<file path="config.mk">
export PLATFORM = sky130hd
export DESIGN_NAME = scmc_top
export DESIGN_NICKNAME = d
export VERILOG_FILES = /design/src/verilog/scmc_pkg.sv /design/src/verilog/scmc_sw_if.sv /design/src/verilog/scmc_clk_switch.sv /design/src/verilog/scmc_top.sv
export VERILOG_INCLUDE_DIRS = /design/src /design/src/verilog
export SDC_FILE = /design/constraint.sdc
export NUM_CORES = 1
export LEC_CHECK = 0
export BUFFER_PORTS_ARGS = -buffer_cell sky130_fd_sc_hd__buf_2
export CORE_UTILIZATION = 30
export CTS_CLUSTER_DIAMETER = 50
export CTS_CLUSTER_SIZE = 12
export DETAILED_ROUTE_END_ITERATION = 10
export MAX_ROUTING_LAYER = met4
export SLEW_MARGIN = 0
export SYNTH_ARGS = -nofsm -noshare
export SYNTH_HDL_FRONTEND = slang
export SYNTH_SLANG_ARGS = --single-unit
</file>
<file path="constraint.sdc">
create_clock -name ref_clk -period 1.8 [get_ports ref_clk]
set_clock_uncertainty 0.2 [all_clocks]
set_input_delay 0.18 -clock ref_clk [delete_from_list [all_inputs] [get_ports ref_clk]]
set_output_delay 0.18 -clock ref_clk [all_outputs]
set_load 0.03 [all_outputs]
</file>
<file path="src/verilog/scmc_defines.svh">
`ifndef SCMC_DEFINES_SVH
`define SCMC_DEFINES_SVH

// ==========================================================
// register byte offsets
`define SCMC_OFF_CTRL_ZERO     8'h00
`define SCMC_OFF_CTRL_TWO      8'h04
`define SCMC_OFF_STATUS        8'h08

// ==========================================================
// control_reg_zero fields
`define SCMC_BIT_SRC_SEL       0
`define SCMC_BIT_LOW_POWER     1
// control_reg_two fields
`define SCMC_BIT_KEEP_ON       0

// ==========================================================
// status register fields
`define SCMC_ST_MODE_LSB       0
`define SCMC_ST_MODE_MSB       1
`define SCMC_ST_ON_LOW         2
`define SCMC_ST_HS_RUN         3
`define SCMC_ST_LXT_RUN        4
`define SCMC_ST_LXT_CFG        5

// ==========================================================
// power-on values
`define SCMC_RST_SRC_SEL       1'h0
`define SCMC_RST_LOW_POWER     1'h0
`define SCMC_RST_KEEP_ON       1'h1

// ==========================================================
// timing: dead time between old and new clock gate
`define SCMC_CLK_PERIOD_NS     50
`define SCMC_SWITCH_GAP_NS     100
`define SCMC_SWITCH_GAP_CYC    ((`SCMC_SWITCH_GAP_NS + `SCMC_CLK_PERIOD_NS - 1) / `SCMC_CLK_PERIOD_NS)

`endif

</file>
<file path="src/verilog/scmc_pkg.sv">
package scmc_pkg;

  // ==========================================================
  // operating modes
  typedef enum logic [1:0] {
    SCMC_MODE_NORMAL = 2'h0,
    SCMC_MODE_SLOW   = 2'h1,
    SCMC_MODE_IDLE   = 2'h2,
    SCMC_MODE_SLEEP  = 2'h3
  } scmc_mode_type;

  // high-speed oscillator configuration option
  typedef enum logic [1:0] {
    SCMC_HS_FAST_RC   = 2'h0,
    SCMC_HS_FAST_XTAL = 2'h1,
    SCMC_HS_EXT_RC    = 2'h2
  } scmc_hs_type;

  // clock switch states
  typedef enum logic [1:0] {
    SCMC_SW_HS    = 2'h0,
    SCMC_SW_TO_LS = 2'h1,
    SCMC_SW_LS    = 2'h2,
    SCMC_SW_TO_HS = 2'h3
  } scmc_sw_state_type;

  // ==========================================================
  // clock switch state
  typedef struct packed {
    scmc_sw_state_type st;
    logic [3:0]        cnt;
    logic              hs_gate;
    logic              ls_gate;
  } scmc_sw_type;

  // top state
  typedef struct packed {
    logic          src_sel;
    logic          low_power;
    logic          keep_on;
    scmc_mode_type mode;
    logic [31:0]   prdata;
    logic          pslverr;
    logic          fast_rc_en;
    logic          fast_xtal_en;
    logic          ext_rc_en;
    logic          lxt_en;
    logic          slow_rc_en;
    logic          pa5_gpio;
    logic          pa6_gpio;
    logic          xtal_gpio;
  } scmc_top_type;

endpackage

</file>
<file path="src/verilog/scmc_sw_if.sv">
`timescale 1ns/1ps
interface scmc_sw_if;
  logic want_low;
  logic hs_gate;
  logic ls_gate;
  logic hs_needed;

  // ==========================================================
  modport ctrl (output want_low, input hs_gate, ls_gate, hs_needed);
  modport sw   (input want_low, output hs_gate, ls_gate, hs_needed);
endinterface

</file>
<file path="src/verilog/scmc_clk_switch.sv">
`timescale 1ns/1ps
`include "scmc_defines.svh"

module scmc_clk_switch
  import scmc_pkg::*;
(
  // clock and reset
  input wire logic ref_clk,
  input wire logic nrst,
  input wire logic clk_en,
  // control side
  scmc_sw_if.sw    sw
);

  localparam logic [3:0] GAP = 4'(`SCMC_SWITCH_GAP_CYC);

  scmc_sw_type s_reg;
  scmc_sw_type s_next;

  // ==========================================================
  // break before make: the old gate drops, a dead gap passes, then
  // the new gate opens, so no shortened pulse reaches the system clock
  always_comb begin
    s_next = s_reg;
    case (s_reg.st)
      SCMC_SW_HS: begin
        if (sw.want_low) begin
          s_next.st      = SCMC_SW_TO_LS;
          s_next.hs_gate = 1'b0;
          s_next.cnt     = GAP;
        end
      end
      SCMC_SW_TO_LS: begin
        if (s_reg.cnt > 4'h1) begin
          s_next.cnt = s_reg.cnt - 4'h1;
        end else begin
          s_next.st      = SCMC_SW_LS;
          s_next.ls_gate = 1'b1;
        end
      end
      SCMC_SW_LS: begin
        if (!sw.want_low) begin
          s_next.st      = SCMC_SW_TO_HS;
          s_next.ls_gate = 1'b0;
          s_next.cnt     = GAP;
        end
      end
      SCMC_SW_TO_HS: begin
        if (s_reg.cnt > 4'h1) begin
          s_next.cnt = s_reg.cnt - 4'h1;
        end else begin
          s_next.st      = SCMC_SW_HS;
          s_next.hs_gate = 1'b1;
        end
      end
      default: begin
        s_next = '{st: SCMC_SW_HS, cnt: 4'h0, hs_gate: 1'b1, ls_gate: 1'b0};
      end
    endcase
  end

  // state register, frozen while clk_en is low
  always_ff @(posedge ref_clk or negedge nrst) begin
    if (!nrst) begin
      s_reg <= '{st: SCMC_SW_HS, cnt: 4'h0, hs_gate: 1'b1, ls_gate: 1'b0};
    end else if (clk_en) begin
      s_reg <= s_next;
    end
  end

  // fast oscillator must run while it is gated in or about to be
  assign sw.hs_gate   = s_reg.hs_gate;
  assign sw.ls_gate   = s_reg.ls_gate;
  assign sw.hs_needed = (s_reg.st == SCMC_SW_HS) || (s_reg.st == SCMC_SW_TO_HS);

endmodule // scmc_clk_switch

</file>
<file path="src/verilog/scmc_top.sv">
`timescale 1ns/1ps
`include "scmc_defines.svh"

module scmc_top
  import scmc_pkg::*;
(
  // clock and reset
  input  wire logic        ref_clk,
  input  wire logic        nrst,
  input  wire logic        clk_en,
  // apb slave
  input  wire logic        psel,
  input  wire logic        penable,
  input  wire logic        pwrite,
  input  wire logic [31:0] paddr,
  input  wire logic [31:0] pwdata,
  output logic      [31:0] prdata,
  output logic             pready,
  output logic             pslverr,
  // configuration options
  input  wire logic [1:0]  cfg_hs_type,
  input  wire logic [1:0]  cfg_fast_rc_freq,
  input  wire logic        cfg_lxt_enable,
  input  wire logic        cfg_dedicated_pins,
  input  wire logic        cfg_slow_rc_disable,
  // core events
  input  wire logic        halt_req,
  input  wire logic        wake_req,
  // oscillator controls
  output logic             internal_fast_rc_osc_en,
  output logic [1:0]       internal_fast_rc_osc_freq,
  output logic             fast_crystal_osc_en,
  output logic             external_rc_osc_en,
  output logic             low_speed_crystal_osc_en,
  output logic             crystal_low_power_sel,
  output logic             internal_slow_rc_osc_en,
  // system clock gates and mode
  output logic             sys_hs_gate,
  output logic             sys_ls_gate,
  output logic             sys_clk_run,
  output logic [1:0]       op_mode,
  // pin ownership
  output logic             porta_bit5_gpio,
  output logic             porta_bit6_gpio,
  output logic             slow_crystal_pins_gpio
);

  // ==========================================================
  // declarations
  scmc_top_type  t_reg;
  scmc_top_type  t_next;
  scmc_sw_if     sw_if ();

  logic          lxt_cfg;
  logic          eff_sel;
  logic          halted;
  logic          lxt_after_halt;
  logic          hs_run;
  logic          lxt_run;
  logic          is_fast_rc;
  logic          wr_en;
  logic          rd_setup;
  logic [7:0]    addr_lo;
  logic          addr_hit;
  logic [31:0]   rd_mux;
  logic [31:0]   status_word;
  logic          lxt_on_main;
  logic          pa5_free;
  logic          pa6_free;
  scmc_mode_type run_mode;
  scmc_mode_type halt_mode;

  // ==========================================================
  // configuration decode
  // crystal is usable on shared pins only beside the fast RC
  assign is_fast_rc = (cfg_hs_type == SCMC_HS_FAST_RC);
  assign lxt_cfg    = cfg_lxt_enable && (cfg_dedicated_pins || is_fast_rc);

  // source bit only counts where the crystal is actually fitted
  assign eff_sel = t_reg.src_sel && lxt_cfg;

  // crystal state after halt: always on shared pins, bit-steered otherwise
  assign lxt_after_halt = lxt_cfg && (!cfg_dedicated_pins || t_reg.keep_on);

  assign halted = (t_reg.mode == SCMC_MODE_IDLE) || (t_reg.mode == SCMC_MODE_SLEEP);

  // ==========================================================
  // mode targets
  // the running mode follows the effective source bit; a halt lands
  // in Idle when the crystal stays up and in Sleep when it stops
  assign run_mode  = eff_sel ? SCMC_MODE_SLOW : SCMC_MODE_NORMAL;
  assign halt_mode = lxt_after_halt ? SCMC_MODE_IDLE : SCMC_MODE_SLEEP;

  // ==========================================================
  // pin ownership
  // on shared pins a fitted crystal sits on both main oscillator pins,
  // so they stay with the oscillator even beside the fast RC
  assign lxt_on_main = lxt_cfg && !cfg_dedicated_pins;
  // external RC drives only one main pin, which leaves the other free
  assign pa5_free = (is_fast_rc && !lxt_on_main) || (cfg_hs_type == SCMC_HS_EXT_RC);
  assign pa6_free = is_fast_rc && !lxt_on_main;

  // ==========================================================
  // oscillator run conditions
  // fast source keeps running until the switch has left it, so the
  // gate never closes on a clock that has already died
  assign hs_run  = !halted && (!eff_sel || sw_if.hs_needed);
  // crystal runs in Normal, Slow and Idle, stopped only in Sleep
  assign lxt_run = lxt_cfg && (!halted || (t_reg.mode == SCMC_MODE_IDLE));

  // ==========================================================
  // clock switch hookup
  // the switch sees the effective bit, so an ignored source write never moves it
  assign sw_if.want_low = eff_sel;

  scmc_clk_switch u_switch (
    .ref_clk (ref_clk),
    .nrst    (nrst),
    .clk_en  (clk_en),
    .sw      (sw_if.sw)
  );

  // ==========================================================
  // apb decode
  // zero-wait slave: reads are captured in the setup cycle so prdata
  // comes from a flop; writes take effect at the access edge
  assign addr_lo  = paddr[7:0];
  assign addr_hit = (paddr[31:8] == 24'h000000) && (paddr[1:0] == 2'h0) &&
                    ((addr_lo == `SCMC_OFF_CTRL_ZERO) ||
                     (addr_lo == `SCMC_OFF_CTRL_TWO) ||
                     (addr_lo == `SCMC_OFF_STATUS));
  // an unmapped or misaligned place answers with pslverr and reads zero;
  // a write to it is dropped, so a stray store cannot disturb the clocks
  assign rd_setup = psel && !penable;
  assign wr_en    = psel && penable && pwrite && addr_hit;

  // ==========================================================
  // status word: live view of mode, the switch's low-clock gate and oscillators
  always_comb begin
    status_word = 32'h00000000;
    status_word[`SCMC_ST_MODE_MSB:`SCMC_ST_MODE_LSB] = t_reg.mode;
    status_word[`SCMC_ST_ON_LOW]  = sw_if.ls_gate;
    status_word[`SCMC_ST_HS_RUN]  = hs_run;
    status_word[`SCMC_ST_LXT_RUN] = lxt_run;
    status_word[`SCMC_ST_LXT_CFG] = lxt_cfg;
  end

  // read data multiplexer; unused bits read as zero
  always_comb begin
    rd_mux = 32'h00000000;
    if (addr_hit) begin
      case (addr_lo)
        `SCMC_OFF_CTRL_ZERO: begin
          rd_mux[`SCMC_BIT_SRC_SEL]   = t_reg.src_sel;
          rd_mux[`SCMC_BIT_LOW_POWER] = t_reg.low_power;
        end
        `SCMC_OFF_CTRL_TWO: begin
          rd_mux[`SCMC_BIT_KEEP_ON] = t_reg.keep_on;
        end
        `SCMC_OFF_STATUS: begin
          rd_mux = status_word;
        end
        default: begin
          rd_mux = 32'h00000000;
        end
      endcase
    end
  end

  // ==========================================================
  // next state
  always_comb begin
    t_next = t_reg;

    // bus capture of read data and error
    if (rd_setup) begin
      t_next.prdata  = pwrite ? 32'h00000000 : rd_mux;
      t_next.pslverr = !addr_hit;
    end

    // register writes; status is read only and ignores writes
    if (wr_en) begin
      case (addr_lo)
        `SCMC_OFF_CTRL_ZERO: begin
          t_next.src_sel   = pwdata[`SCMC_BIT_SRC_SEL];
          t_next.low_power = pwdata[`SCMC_BIT_LOW_POWER];
        end
        `SCMC_OFF_CTRL_TWO: begin
          // on shared pins the bit is absent and reads back as written
          // but has no effect on the crystal
          t_next.keep_on = pwdata[`SCMC_BIT_KEEP_ON];
        end
        default: begin
          t_next.keep_on = t_reg.keep_on;
        end
      endcase
    end

    // mode sequencing: halt is independent of the source bit
    // halt_req is ignored once halted, wake_req while running
    case (t_reg.mode)
      SCMC_MODE_NORMAL, SCMC_MODE_SLOW: begin
        if (halt_req) begin
          t_next.mode = halt_mode;
        end else begin
          t_next.mode = run_mode;
        end
      end
      SCMC_MODE_IDLE, SCMC_MODE_SLEEP: begin
        // a wake returns to the mode picked by the source bit
        if (wake_req) begin
          t_next.mode = run_mode;
        end
      end
      default: begin
        t_next.mode = SCMC_MODE_NORMAL;
      end
    endcase

    // oscillator enables, registered for clean analog controls
    t_next.fast_rc_en   = hs_run && is_fast_rc;
    t_next.fast_xtal_en = hs_run && (cfg_hs_type == SCMC_HS_FAST_XTAL);
    t_next.ext_rc_en    = hs_run && (cfg_hs_type == SCMC_HS_EXT_RC);
    t_next.lxt_en       = lxt_run;
    // slow RC follows only its option, so a halt never stops the watchdog clock
    t_next.slow_rc_en   = !cfg_slow_rc_disable;

    // pin ownership, registered so a pin never changes owner mid-cycle
    t_next.pa5_gpio  = pa5_free;
    t_next.pa6_gpio  = pa6_free;
    t_next.xtal_gpio = cfg_dedicated_pins && !cfg_lxt_enable;
  end

  // ==========================================================
  // state register; power-on values, frozen while clk_en is low
  // fields reset one by one so each power-on value reads plainly;
  // a low clk_en also holds off bus writes, so software must not write then
  always_ff @(posedge ref_clk or negedge nrst) begin
    if (!nrst) begin
      t_reg.src_sel      <= `SCMC_RST_SRC_SEL;
      t_reg.low_power    <= `SCMC_RST_LOW_POWER;
      t_reg.keep_on      <= `SCMC_RST_KEEP_ON;
      t_reg.mode         <= SCMC_MODE_NORMAL;
      t_reg.prdata       <= 32'h00000000;
      t_reg.pslverr      <= 1'b0;
      t_reg.fast_rc_en   <= 1'b0;
      t_reg.fast_xtal_en <= 1'b0;
      t_reg.ext_rc_en    <= 1'b0;
      t_reg.lxt_en       <= 1'b0;
      t_reg.slow_rc_en   <= 1'b0;
      t_reg.pa5_gpio     <= 1'b0;
      t_reg.pa6_gpio     <= 1'b0;
      t_reg.xtal_gpio    <= 1'b0;
    end else if (clk_en) begin
      t_reg <= t_next;
    end
  end

  // ==========================================================
  // outputs
  assign prdata  = t_reg.prdata;
  assign pslverr = t_reg.pslverr;
  assign pready  = 1'b1; // never stalls: every register is a flop

  // oscillator controls; the frequency code is a static option, passed on
  assign internal_fast_rc_osc_en   = t_reg.fast_rc_en;
  assign internal_fast_rc_osc_freq = cfg_fast_rc_freq;
  assign fast_crystal_osc_en       = t_reg.fast_xtal_en;
  assign external_rc_osc_en        = t_reg.ext_rc_en;
  assign low_speed_crystal_osc_en  = t_reg.lxt_en;
  // low-power bit only trims drive; it never gates the crystal
  assign crystal_low_power_sel     = t_reg.low_power;
  assign internal_slow_rc_osc_en   = t_reg.slow_rc_en;

  // gates close while halted so the system clock stops
  assign sys_hs_gate = sw_if.hs_gate && !halted;
  assign sys_ls_gate = sw_if.ls_gate && !halted;
  assign sys_clk_run = !halted;
  assign op_mode     = t_reg.mode;

  // pin ownership: 1 hands the pin to the port logic
  assign porta_bit5_gpio        = t_reg.pa5_gpio;
  assign porta_bit6_gpio        = t_reg.pa6_gpio;
  assign slow_crystal_pins_gpio = t_reg.xtal_gpio;

endmodule // scmc_top
</file>
==> results of run 1 <==
per-stage QoR:
stage                     area (um^2)  instances  hold WS, ns
after floorplan                  2027        221      -0.3156
after global placement           2362        349      0.04195
after detailed placement         2362        349      0.05241
after CTS                        2544        363      0.02043
after global routing             2600        364      0.03118
final                            2600        364      0.02321
cells by family (layout without fill, tap and decap cells):
family	Yosys count	count (layout)	synth area share (%)
fa+ha+maj	6	6	3.883
buf+inv	52	120	17.28
simple gates	52	52	18.58
flops	28	28	36.38
mux	8	8	4.595
other cells	2	27	0.3885
compound gates	48	48	18.90
final cells by class:
type / count / share of cell area, %
clock buffers: 3 / 1.588
clock inverters: 1 / 1.155
inverters: 12 / 1.732
multi-input cells: 141 / 40.38
flip-flops and latches: 28 / 27.09
well taps: 75 / 3.609
repair buffers: 104 / 24.45
routing by layer:
layer / vias up / wire length [um] / share of wire, % / GRT usage [%]
met5: - / 0 / 0 / -
met2: 41 / 2304 / 49 / 21.07
met1: 820 / 2196 / 46 / 19.22
li1: 834 / - / - / -
met3: 5 / 166 / 3.5 / 1.538
met4: 0 / 56 / 1.2 / 4.912
cells in the mapped netlist, drive strengths merged (3+ instances only):
cell type	instances
a31oi	3
buf	37
nand3b	3
nor2b	5
a21oi	7
nor3	3
o2bb2ai	6
o21ai	8
nand2	10
ha	6
nor4	10
mux2	7
inv	12
clkbuf	3
a32o	5
nor2	6
dfrtp	26
nand3	5
critical path, stage by stage (launching register included):
cell     delay, ns
dfrtp_1       0.44
inv_2         0.15
ha_4          0.16
a41oi_4       0.14
buf_4         0.18
and3_1        0.13
a211o_1       0.25
path summary, 6_finish.rpt:
| path | start | endpoint | slack, ns | cells past startpoint |
|---|---|---|---|---|
| min in group asynchronous | nrst | op_mode[1] | 0.25 | 2 |
| setup / recovery | u_switch.s_reg[6] | u_switch.s_reg[5] | 0.03 | 6 |
| hold reg to reg | internal_slow_rc_osc_en | internal_slow_rc_osc_en | 0.29 | 2 |
| max in group asynchronous | nrst | u_switch.s_reg[7] | 0.68 | 2 |
| hold / removal | cfg_hs_type[1] | fast_crystal_osc_en | 0.02 | 3 |
| setup reg to reg | u_switch.s_reg[6] | u_switch.s_reg[5] | 0.03 | 6 |
timing repair:
action,4_1_cts,5_1_grt
gates resized for setup,5,11
endpoints found under the hold margin,33,0
pin swaps,1,2
hold buffers,9,0
setup endpoints to repair,4,5
setup buffers,1,1
power groups by stage:
| stage | clock, mW | sequential (mW) | combinational (mW) |
|---|---|---|---|
| floorplan | 0 | 0.858 | 0.750 |
| global placement | 0 | 0.846 | 1.24 |
| detailed placement | 0 | 0.850 | 1.26 |
| CTS | 0.534 | 0.839 | 1.34 |
| global route | 0.559 | 0.869 | 1.61 |
| finish | 0.519 | 0.854 | 1.46 |
==> reports/qor.yml, run 1 <==
worst_setup_path:
  crit_type: "reg2reg"
  worstPathRequired_ns: 1.78
  cp-end-kind: "flop"
  crit_arrival_ns: 1.75
  critPathMaxFanout: 4
  cp-start-kind: "flop"
finish:
  utilization_pct: 42.90
  final_nets: 375
  drive_gt1_share_pct: 44.98
  multi_input_area_um2: 1050
  insertedDiodeCount: 0
  seqCellArea_um2: 704.4
  area_growth_pct: 34.50
  fill_cells: 601
  layout_common_cells: "67 x buf_2, 28 x buf_4, 27 x conb_1"
  layout_commonest_cell: "buf_2"
global_route:
  overflow: 0
  grt_max_degree: 29
  antenna_found_initial: 0
  grt_pass1_vias: 1480
  grtUsageTotal_pct: 13.94
  grt_pass1_wl_mm: 6.920
yosys:
  synthArstFlopShare_pct: 100.0
  yosys.area.top_type: "dfrtp_1"
  syn_avg_cell_area_um2: 9.863
  synth_edf_count: 0
  ys.flop_type: "dfrtp_1"
  netlist_area_um2: 1933
  synthesis.instances: 196
  ys_warn_count: 0
  yosysSeqAreaShare_pct: 36.38
  synth_top_area_share_pct: 33.66
  ys_top_cells_by_area: "dfrtp_1 34%, buf_4 14%, ha_1 3.9%, dfstp_2 2.7%, o2bb2ai_1 2.7%"
  ys_ff_latch: 28
  yosysUniqueCellTypes: 52
sta:
  hold_viol: 0
  setup_viol: 0
  slew_headroom_pct: 55.70
  rsz0062_at_grt: "true"
  final_period_minus_worst_setup_slack_ns: 1.766
  worst_pin_slew_ns: 0.6645
  slew_violations: 0
  fin_crit_sh_pct: 98.13
  setup_tns_ns: 0
  fmax_ghz: 0.5662
  setup_slack_ns: 0.03373
worst_hold_path:
  hold_path.class: "in2reg"
power_and_ir_drop:
  power_frac_clock_pct: 18.3
  vdd_drop_max_mv: 0.4614
  power.density_nw_per_um2: 1090
  p_seq_share_pct: 30.1
  p_sw_mw: 1.059
  power_frac_comb_pct: 51.5
  p_leak_nw: 1.315
  swShare_pct: 37.39
  p_total_mw: 2.833
  internal_power_mw: 1.774
run:
  drv_cap: 0
placed_design:
  dp_slack_ns: -0.1153
  gp_congestion: 0.7910
  io_buffers: 67
  place_hpwl_mm: 3.598
floorplanning:
  die_height_um: 82.27
  start_util_pct: 31.90
  pin_count: 129
  dieArea_um2: 6768
  coreArea_um2: 6061
  dieWidth_um: 82.27
  num_rows: 28
outcome:
  status: "finished clean"
drt:
  wire_per_inst_um: 12.98
  routed_wl_mm: 4.723
  postRouteAntennaNets: 0
  drc: 0
  detail_route.iter0.violations: 34
  vias_per_cell: 4.670
  drt-pass1-iter-count: 4
  num_vias: 1700
clock_network:
  clkSinkCount: 28
  cts_buffer_depth: 2
  clk_pin_slew_worst_paths_ns: 0.10
  root_buffer: "clkbuf_8"
  clock_latency_ns: 0.29
  cts_tree: "yes"
  cts_buffers: 3
  htree_levels: 1
(Power assumes the default switching activity.)
==> inputs of run 2 (changes only) <==
--- a/config.mk
+++ b/config.mk
@@ -6,6 +6,7 @@
 export SDC_FILE = /design/constraint.sdc
 export NUM_CORES = 1
 export LEC_CHECK = 0
+export ABC_AREA = 1
 export BUFFER_PORTS_ARGS = -buffer_cell sky130_fd_sc_hd__buf_2
 export CORE_UTILIZATION = 30
 export CTS_CLUSTER_DIAMETER = 50
==> reports/qor.yml, run 2 <==
finish:
  layout_common_cells: "68 x nand2_1, 67 x buf_2, 36 x inv_1"
  insertedDiodeCount: 0
  multi_input_area_um2: 1011
  seqCellArea_um2: 703.2
  area_growth_pct: 20.75
  layout_commonest_cell: "nand2_1"
  fill_cells: 702
  final_cell_count_no_fill: 424
  fin_area_um2: 2461
  drive_gt1_share_pct: 26.80
  final_nets: 433
sta:
  worst_pin_slew_ns: 0.6450
  setup_tns_ns: 0
  hold_ws_ns: -0.0001905
  fmax_ghz: 0.6029
  slew_violations: 0
  final_period_minus_worst_setup_slack_ns: 1.659
  setup_viol: 0
  fin_crit_sh_pct: 92.15
  hold_viol: 1
  rsz0062_at_grt: "false"
  slew_headroom_pct: 57.00
drt:
  num_vias: 1773
  vias_per_cell: 4.182
  routed_wl_mm: 4.345
  wire_per_inst_um: 10.25
  drc: 5
  postRouteAntennaNets: 0
  drt-pass1-iter-count: 10
  detail_route.iter0.violations: 72
outcome:
  status: "complete, but fails checks"
  violations: "DRC, hold timing"
power_and_ir_drop:
  vdd_drop_max_mv: 0.2990
  p_leak_nw: 1.372
  power.density_nw_per_um2: 632.6
  p_total_mw: 1.557
worst_setup_path:
  critPathLaunch: "u_switch.s_reg[2]"
  critPathMaxFanout: 4
  slowest_delay_ns: 0.36
  cp_cell_sequence: "inv_1 -> ha_4 -> o21ai_2 -> buf_4 -> xor2_1 -> a21oi_1 -> nand3_1 -> o21ai_0"
  crit_arrival_ns: 1.62
  path_delay_family: "flip-flops"
  path_buf_inv: 2
  worstPathRequired_ns: 1.76
  cp-start-kind: "flop"
  cp-end-kind: "flop"
  reg2reg_depth: 8
  crit_type: "reg2reg"
  timing.rr.end: "u_switch.s_reg[2]"
  reg2reg_from: "u_switch.s_reg[2]"
  crit_slowest_cell: "dfrtp_1"
  reg2reg_slack_ns: 0.14
global_route:
  overflow: 0
  grt_max_degree: 29
  antenna_found_initial: 0
  grt_pass1_vias: 1699
  grt_pass1_wl_mm: 7.445
  grtUsageTotal_pct: 13.08
yosys:
  ys_warn_count: 0
  netlist_area_um2: 2038
  synth_commonest_cells: "68 x nand2_1, 37 x buf_4, 37 x inv_1, 26 x dfrtp_1, 26 x nor2_1"
  yosys.area.top_type: "dfrtp_1"
  yosysSeqAreaShare_pct: 34.50
  synth-compound-area-share_pct: 9.147
  ys.flop_type: "dfrtp_1"
  synth_fa_ha_area_share_pct: 3.683
  synth_top_family_by_area: "simple AND/OR/NAND/NOR gates"
  synthArstFlopShare_pct: 100.0
  synthesis.instances: 279
  syn_avg_cell_area_um2: 7.305
  synth_top_area_share_pct: 31.92
  synth.area.mux_share_pct: 0
  synth_xor_area_share_pct: 0.8594
  yosysUniqueCellTypes: 28
  ys_top_cells_by_area: "dfrtp_1 32%, buf_4 14%, nand2_1 13%, inv_1 6.8%, nor2_1 4.8%"
  synthSimpleGateAreaFrac_pct: 30.14
  synth_most_common_cell: "nand2_1"
  ys_ff_latch: 28
  synth_edf_count: 0
placed_design:
  io_buffers: 67
  numPlacedInstances: 411
  place_hpwl_mm: 3.512
  gp_congestion: 0.8518
  postPlaceCellArea_um2: 2283
clock_network:
  htree_levels: 1
  clk_pin_slew_worst_paths_ns: 0.10
  cts_buffer_depth: 2
  cts_buffers: 3
  clock_latency_ns: 0.28
  clkSinkCount: 28
  root_buffer: "clkbuf_8"
  cts_tree: "yes"
floorplanning:
  die_height_um: 84.43
  coreArea_um2: 6459
  num_rows: 29
  dieArea_um2: 7128
  pin_count: 129
  start_util_pct: 31.56
  dieWidth_um: 84.43
worst_hold_path:
  hold_depth: 4
  hold_end: "internal_fast_rc_osc_en"
  worstHoldStart: "cfg_hs_type[0]"
  hold_path.class: "in2reg"
run:
  drv_cap: 0
-- run 2: layer usage --
| metal | track usage (%) | up-vias | routed length (um) |
|---|---|---|---|
| li1 | - | 940 | - |
| met4 | 1.849 | 0 | 17 |
| met5 | - | - | 0 |
| met3 | 2.950 | 4 | 221 |
| met1 | 15.50 | 788 | 1952 |
| met2 | 23.25 | 41 | 2154 |
-- run 2: cell families after synthesis --
group,after synthesis
adders and majority gates,6
other,2
buffers and inverters,76
and+or+nand+nor,132
AOI/OAI and AO/OA,33
DFF,28
xor gates and xnor gates,2
-- run 2: layout make-up --
cell class                      instances  share of cell area [%]
Sequential cell                        28                   28.57
Inverter                               37                   5.643
Clock inverter                          1                   1.220
Timing Repair Buffer                   78                   17.90
Tap cell                               77                   3.915
Clock buffer                            3                   1.678
Multi-Input combinational cell        200                   41.08
-- run 2: through the flow --
step,worst slack (ns),util (%)
finish,0.1413,38.11
global route,0.01223,38.11
CTS,0.02485,37.85
detailed placement,0.05621,35.35
global placement,0.1485,35.35
floorplan,0.1840,-
-- run 2: repair_timing --
item | CTS | global route
setup endpoints to repair | 0 | 7
gates resized for setup | 0 | 5
hold buffers | 9 | 0
hold endpoints to repair | 33 | 0
setup buffers | 0 | 0
-- run 2: worst max-delay path by stage --
stage               cells after the start                  end  slack [ns]
floorplan                               7    u_switch.s_reg[5]        0.18
detailed placement                      7    u_switch.s_reg[5]        0.06
finish                                  8    u_switch.s_reg[2]        0.14
global route                            9    u_switch.s_reg[3]        0.01
global placement                        7  u_switch.sw.hs_gate        0.15
CTS                                     7    u_switch.s_reg[5]        0.02
-- run 2: worst register-to-register path, cell delays in order (launching register included) --
cell and delay (ns):
dfrtp_1 0.36, inv_1 0.09, ha_4 0.17, o21ai_2 0.20
buf_4 0.16, xor2_1 0.14, a21oi_1 0.05, nand3_1 0.07
o21ai_0 0.09
-- run 2: where the power goes --
| group | leakage, nW | internal (mW) | switching, mW |
|---|---|---|---|
| Clock | 0.0357 | 0.298 | 0.212 |
| Combinational | 0.975 | 0.109 | 0.254 |
| Sequential | 0.362 | 0.658 | 0.0253 |
==> inputs of run 3 (changes only) <==
--- a/config.mk
+++ b/config.mk
@@ -7,12 +7,16 @@
 export NUM_CORES = 1
 export LEC_CHECK = 0
 export ABC_AREA = 1
-export BUFFER_PORTS_ARGS = -buffer_cell sky130_fd_sc_hd__buf_2
-export CORE_UTILIZATION = 30
+export BUFFER_PORTS_ARGS = -buffer_cell sky130_fd_sc_hd__buf_4
+export CELL_PAD_IN_SITES_DETAIL_PLACEMENT = 0
+export CELL_PAD_IN_SITES_GLOBAL_PLACEMENT = 2
+export CORE_UTILIZATION = 19
 export CTS_CLUSTER_DIAMETER = 50
 export CTS_CLUSTER_SIZE = 12
 export DETAILED_ROUTE_END_ITERATION = 10
 export MAX_ROUTING_LAYER = met4
+export PLACE_DENSITY_LB_ADDON = 0.1
+export SKIP_LAST_GASP = 1
 export SLEW_MARGIN = 0
 export SYNTH_ARGS = -nofsm -noshare
 export SYNTH_HDL_FRONTEND = slang
==> reports/qor.yml, run 3 (synthesis results as in run 2) <==
outcome:
  status: "finished clean"
drt:
  wire_per_inst_um: 11.44
  detail_route.iter0.violations: 43
  drt-pass1-iter-count: 6
  drc: 0
  num_vias: 1845
  vias_per_cell: 3.773
  routed_wl_mm: 5.596
  postRouteAntennaNets: 0
clock_network:
  clock_latency_ns: 0.29
  cts_buffers: 3
  clkSinkCount: 28
  root_buffer: "clkbuf_8"
  clk_pin_slew_worst_paths_ns: 0.11
  htree_levels: 1
  cts_buffer_depth: 2
  cts_tree: "yes"
sta:
  rsz0062_at_grt: "false"
  fin_crit_sh_pct: 91.97
  fmax_ghz: 0.6041
  final_period_minus_worst_setup_slack_ns: 1.655
  setup_viol: 0
  setup_tns_ns: 0
  hold_viol: 0
  slew_violations: 0
finish:
  insertedDiodeCount: 0
  layout_common_cells: "74 x buf_4, 67 x nand2_1, 36 x inv_1"
  layout_commonest_cell: "buf_4"
  final_cell_count_no_fill: 489
  area_growth_pct: 35.36
  final_nets: 439
  drive_gt1_share_pct: 28.33
floorplanning:
  dieArea_um2: 11150
  pin_count: 129
  start_util_pct: 19.65
  num_rows: 37
  die_height_um: 105.6
  coreArea_um2: 10370
  dieWidth_um: 105.6
placed_design:
  io_buffers: 67
  numPlacedInstances: 472
  place_hpwl_mm: 4.348
  gp_congestion: 0.7136
worst_hold_path:
  hold_path.class: "in2reg"
worst_setup_path:
  worstPathRequired_ns: 1.78
  critPathMaxFanout: 5
  crit_arrival_ns: 1.63
  path_common_cell: "inv_1"
  cp_cell_sequence: "inv_1 -> ha_1 -> inv_1 -> nor2_4 -> nor2_8 -> nand3_1 -> o21ai_0"
  cp-start-kind: "flop"
  crit_slowest_cell: "dfrtp_1"
  cp-end-kind: "flop"
  slowest_delay_ns: 0.44
  crit_type: "reg2reg"
global_route:
  grt_pass1_wl_mm: 9.018
  grtUsageTotal_pct: 10.62
  grt_max_degree: 29
  antenna_found_initial: 0
  overflow: 0
  grt_pass1_vias: 1815
power_and_ir_drop:
  power.density_nw_per_um2: 596.6
  p_leak_nw: 1.443
  vdd_drop_max_mv: 0.3086
run:
  drv_cap: 0
## run 3: power breakdown
group	internal [mW]	switching, mW	leakage (nW)
combinational	0.157	0.260	1.05
clock	0.299	0.246	0.0357
sequential	0.658	0.0266	0.362
## run 3: layer usage
metal	up-vias	wire length [um]	part of all wire, %	global-route usage, %
met4	0	61	1.1	2.976
met3	5	295	5.3	1.917
met1	820	2854	51	14.26
li1	956	-	-	-
met2	64	2384	43	16.35
met5	-	0	0	-
## run 3: path summary, 6_finish.rpt
check | cells after the start | endpoint | slack (ns) | from
setup / recovery | 7 | u_switch.s_reg[4] | 0.14 | u_switch.s_reg[6]
hold / removal | 3 | op_mode[1] | 0.004 | halt_req
setup reg to reg | 7 | u_switch.s_reg[4] | 0.14 | u_switch.s_reg[6]
hold reg to reg | 2 | porta_bit6_gpio | 0.31 | porta_bit6_gpio
max in group asynchronous | 2 | u_switch.sw.hs_gate | 0.94 | nrst
min in group asynchronous | 2 | prdata[1] | 0.14 | nrst
## run 3: layout make-up
class,instances,area [um^2]
Fill cell,1193,7611
Clock buffer,3,41.29
Clock inverter,1,30.03
Inverter,37,138.9
Tap cell,136,170.2
Multi-Input combinational cell,201,1027
Timing Repair Buffer,83,648.1
Sequential cell,28,703.2
## run 3: worst max-delay path, delay by kind of cell, from the launching register on
kind            cells  cell delay (ns)
flops               1             0.44
simple gates        3             0.37
buf+inv             2             0.24
fa+ha+maj           1             0.21
compound gates      1             0.08
## run 3: what timing repair did
item | 4_1_cts | 5_1_grt
setup endpoints to repair | 0 | 8
setup buffers | 0 | 4
hold buffers | 9 | 0
endpoints found under the hold margin | 36 | 0
gates resized for setup | 0 | 8
## run 3: stage by stage
step | util (%) | instance area, um^2 | setup WS (ns) | hold slack, ns | total power, mW
final | 26.60 | 2759 | 0.1445 | 0.004389 | 1.646
after global routing | 26.60 | 2759 | 0.007682 | 0.01786 | 1.735
after CTS | 26.05 | 2701 | 0.02505 | 0.00005798 | 1.658
after detailed placement | 24.49 | 2540 | 0.07855 | -0.05646 | 1.098
after global placement | 24.49 | 2540 | 0.08377 | -0.05407 | 1.100
after floorplan | - | 2132 | 0.1840 | -0.3156 | 0.9802
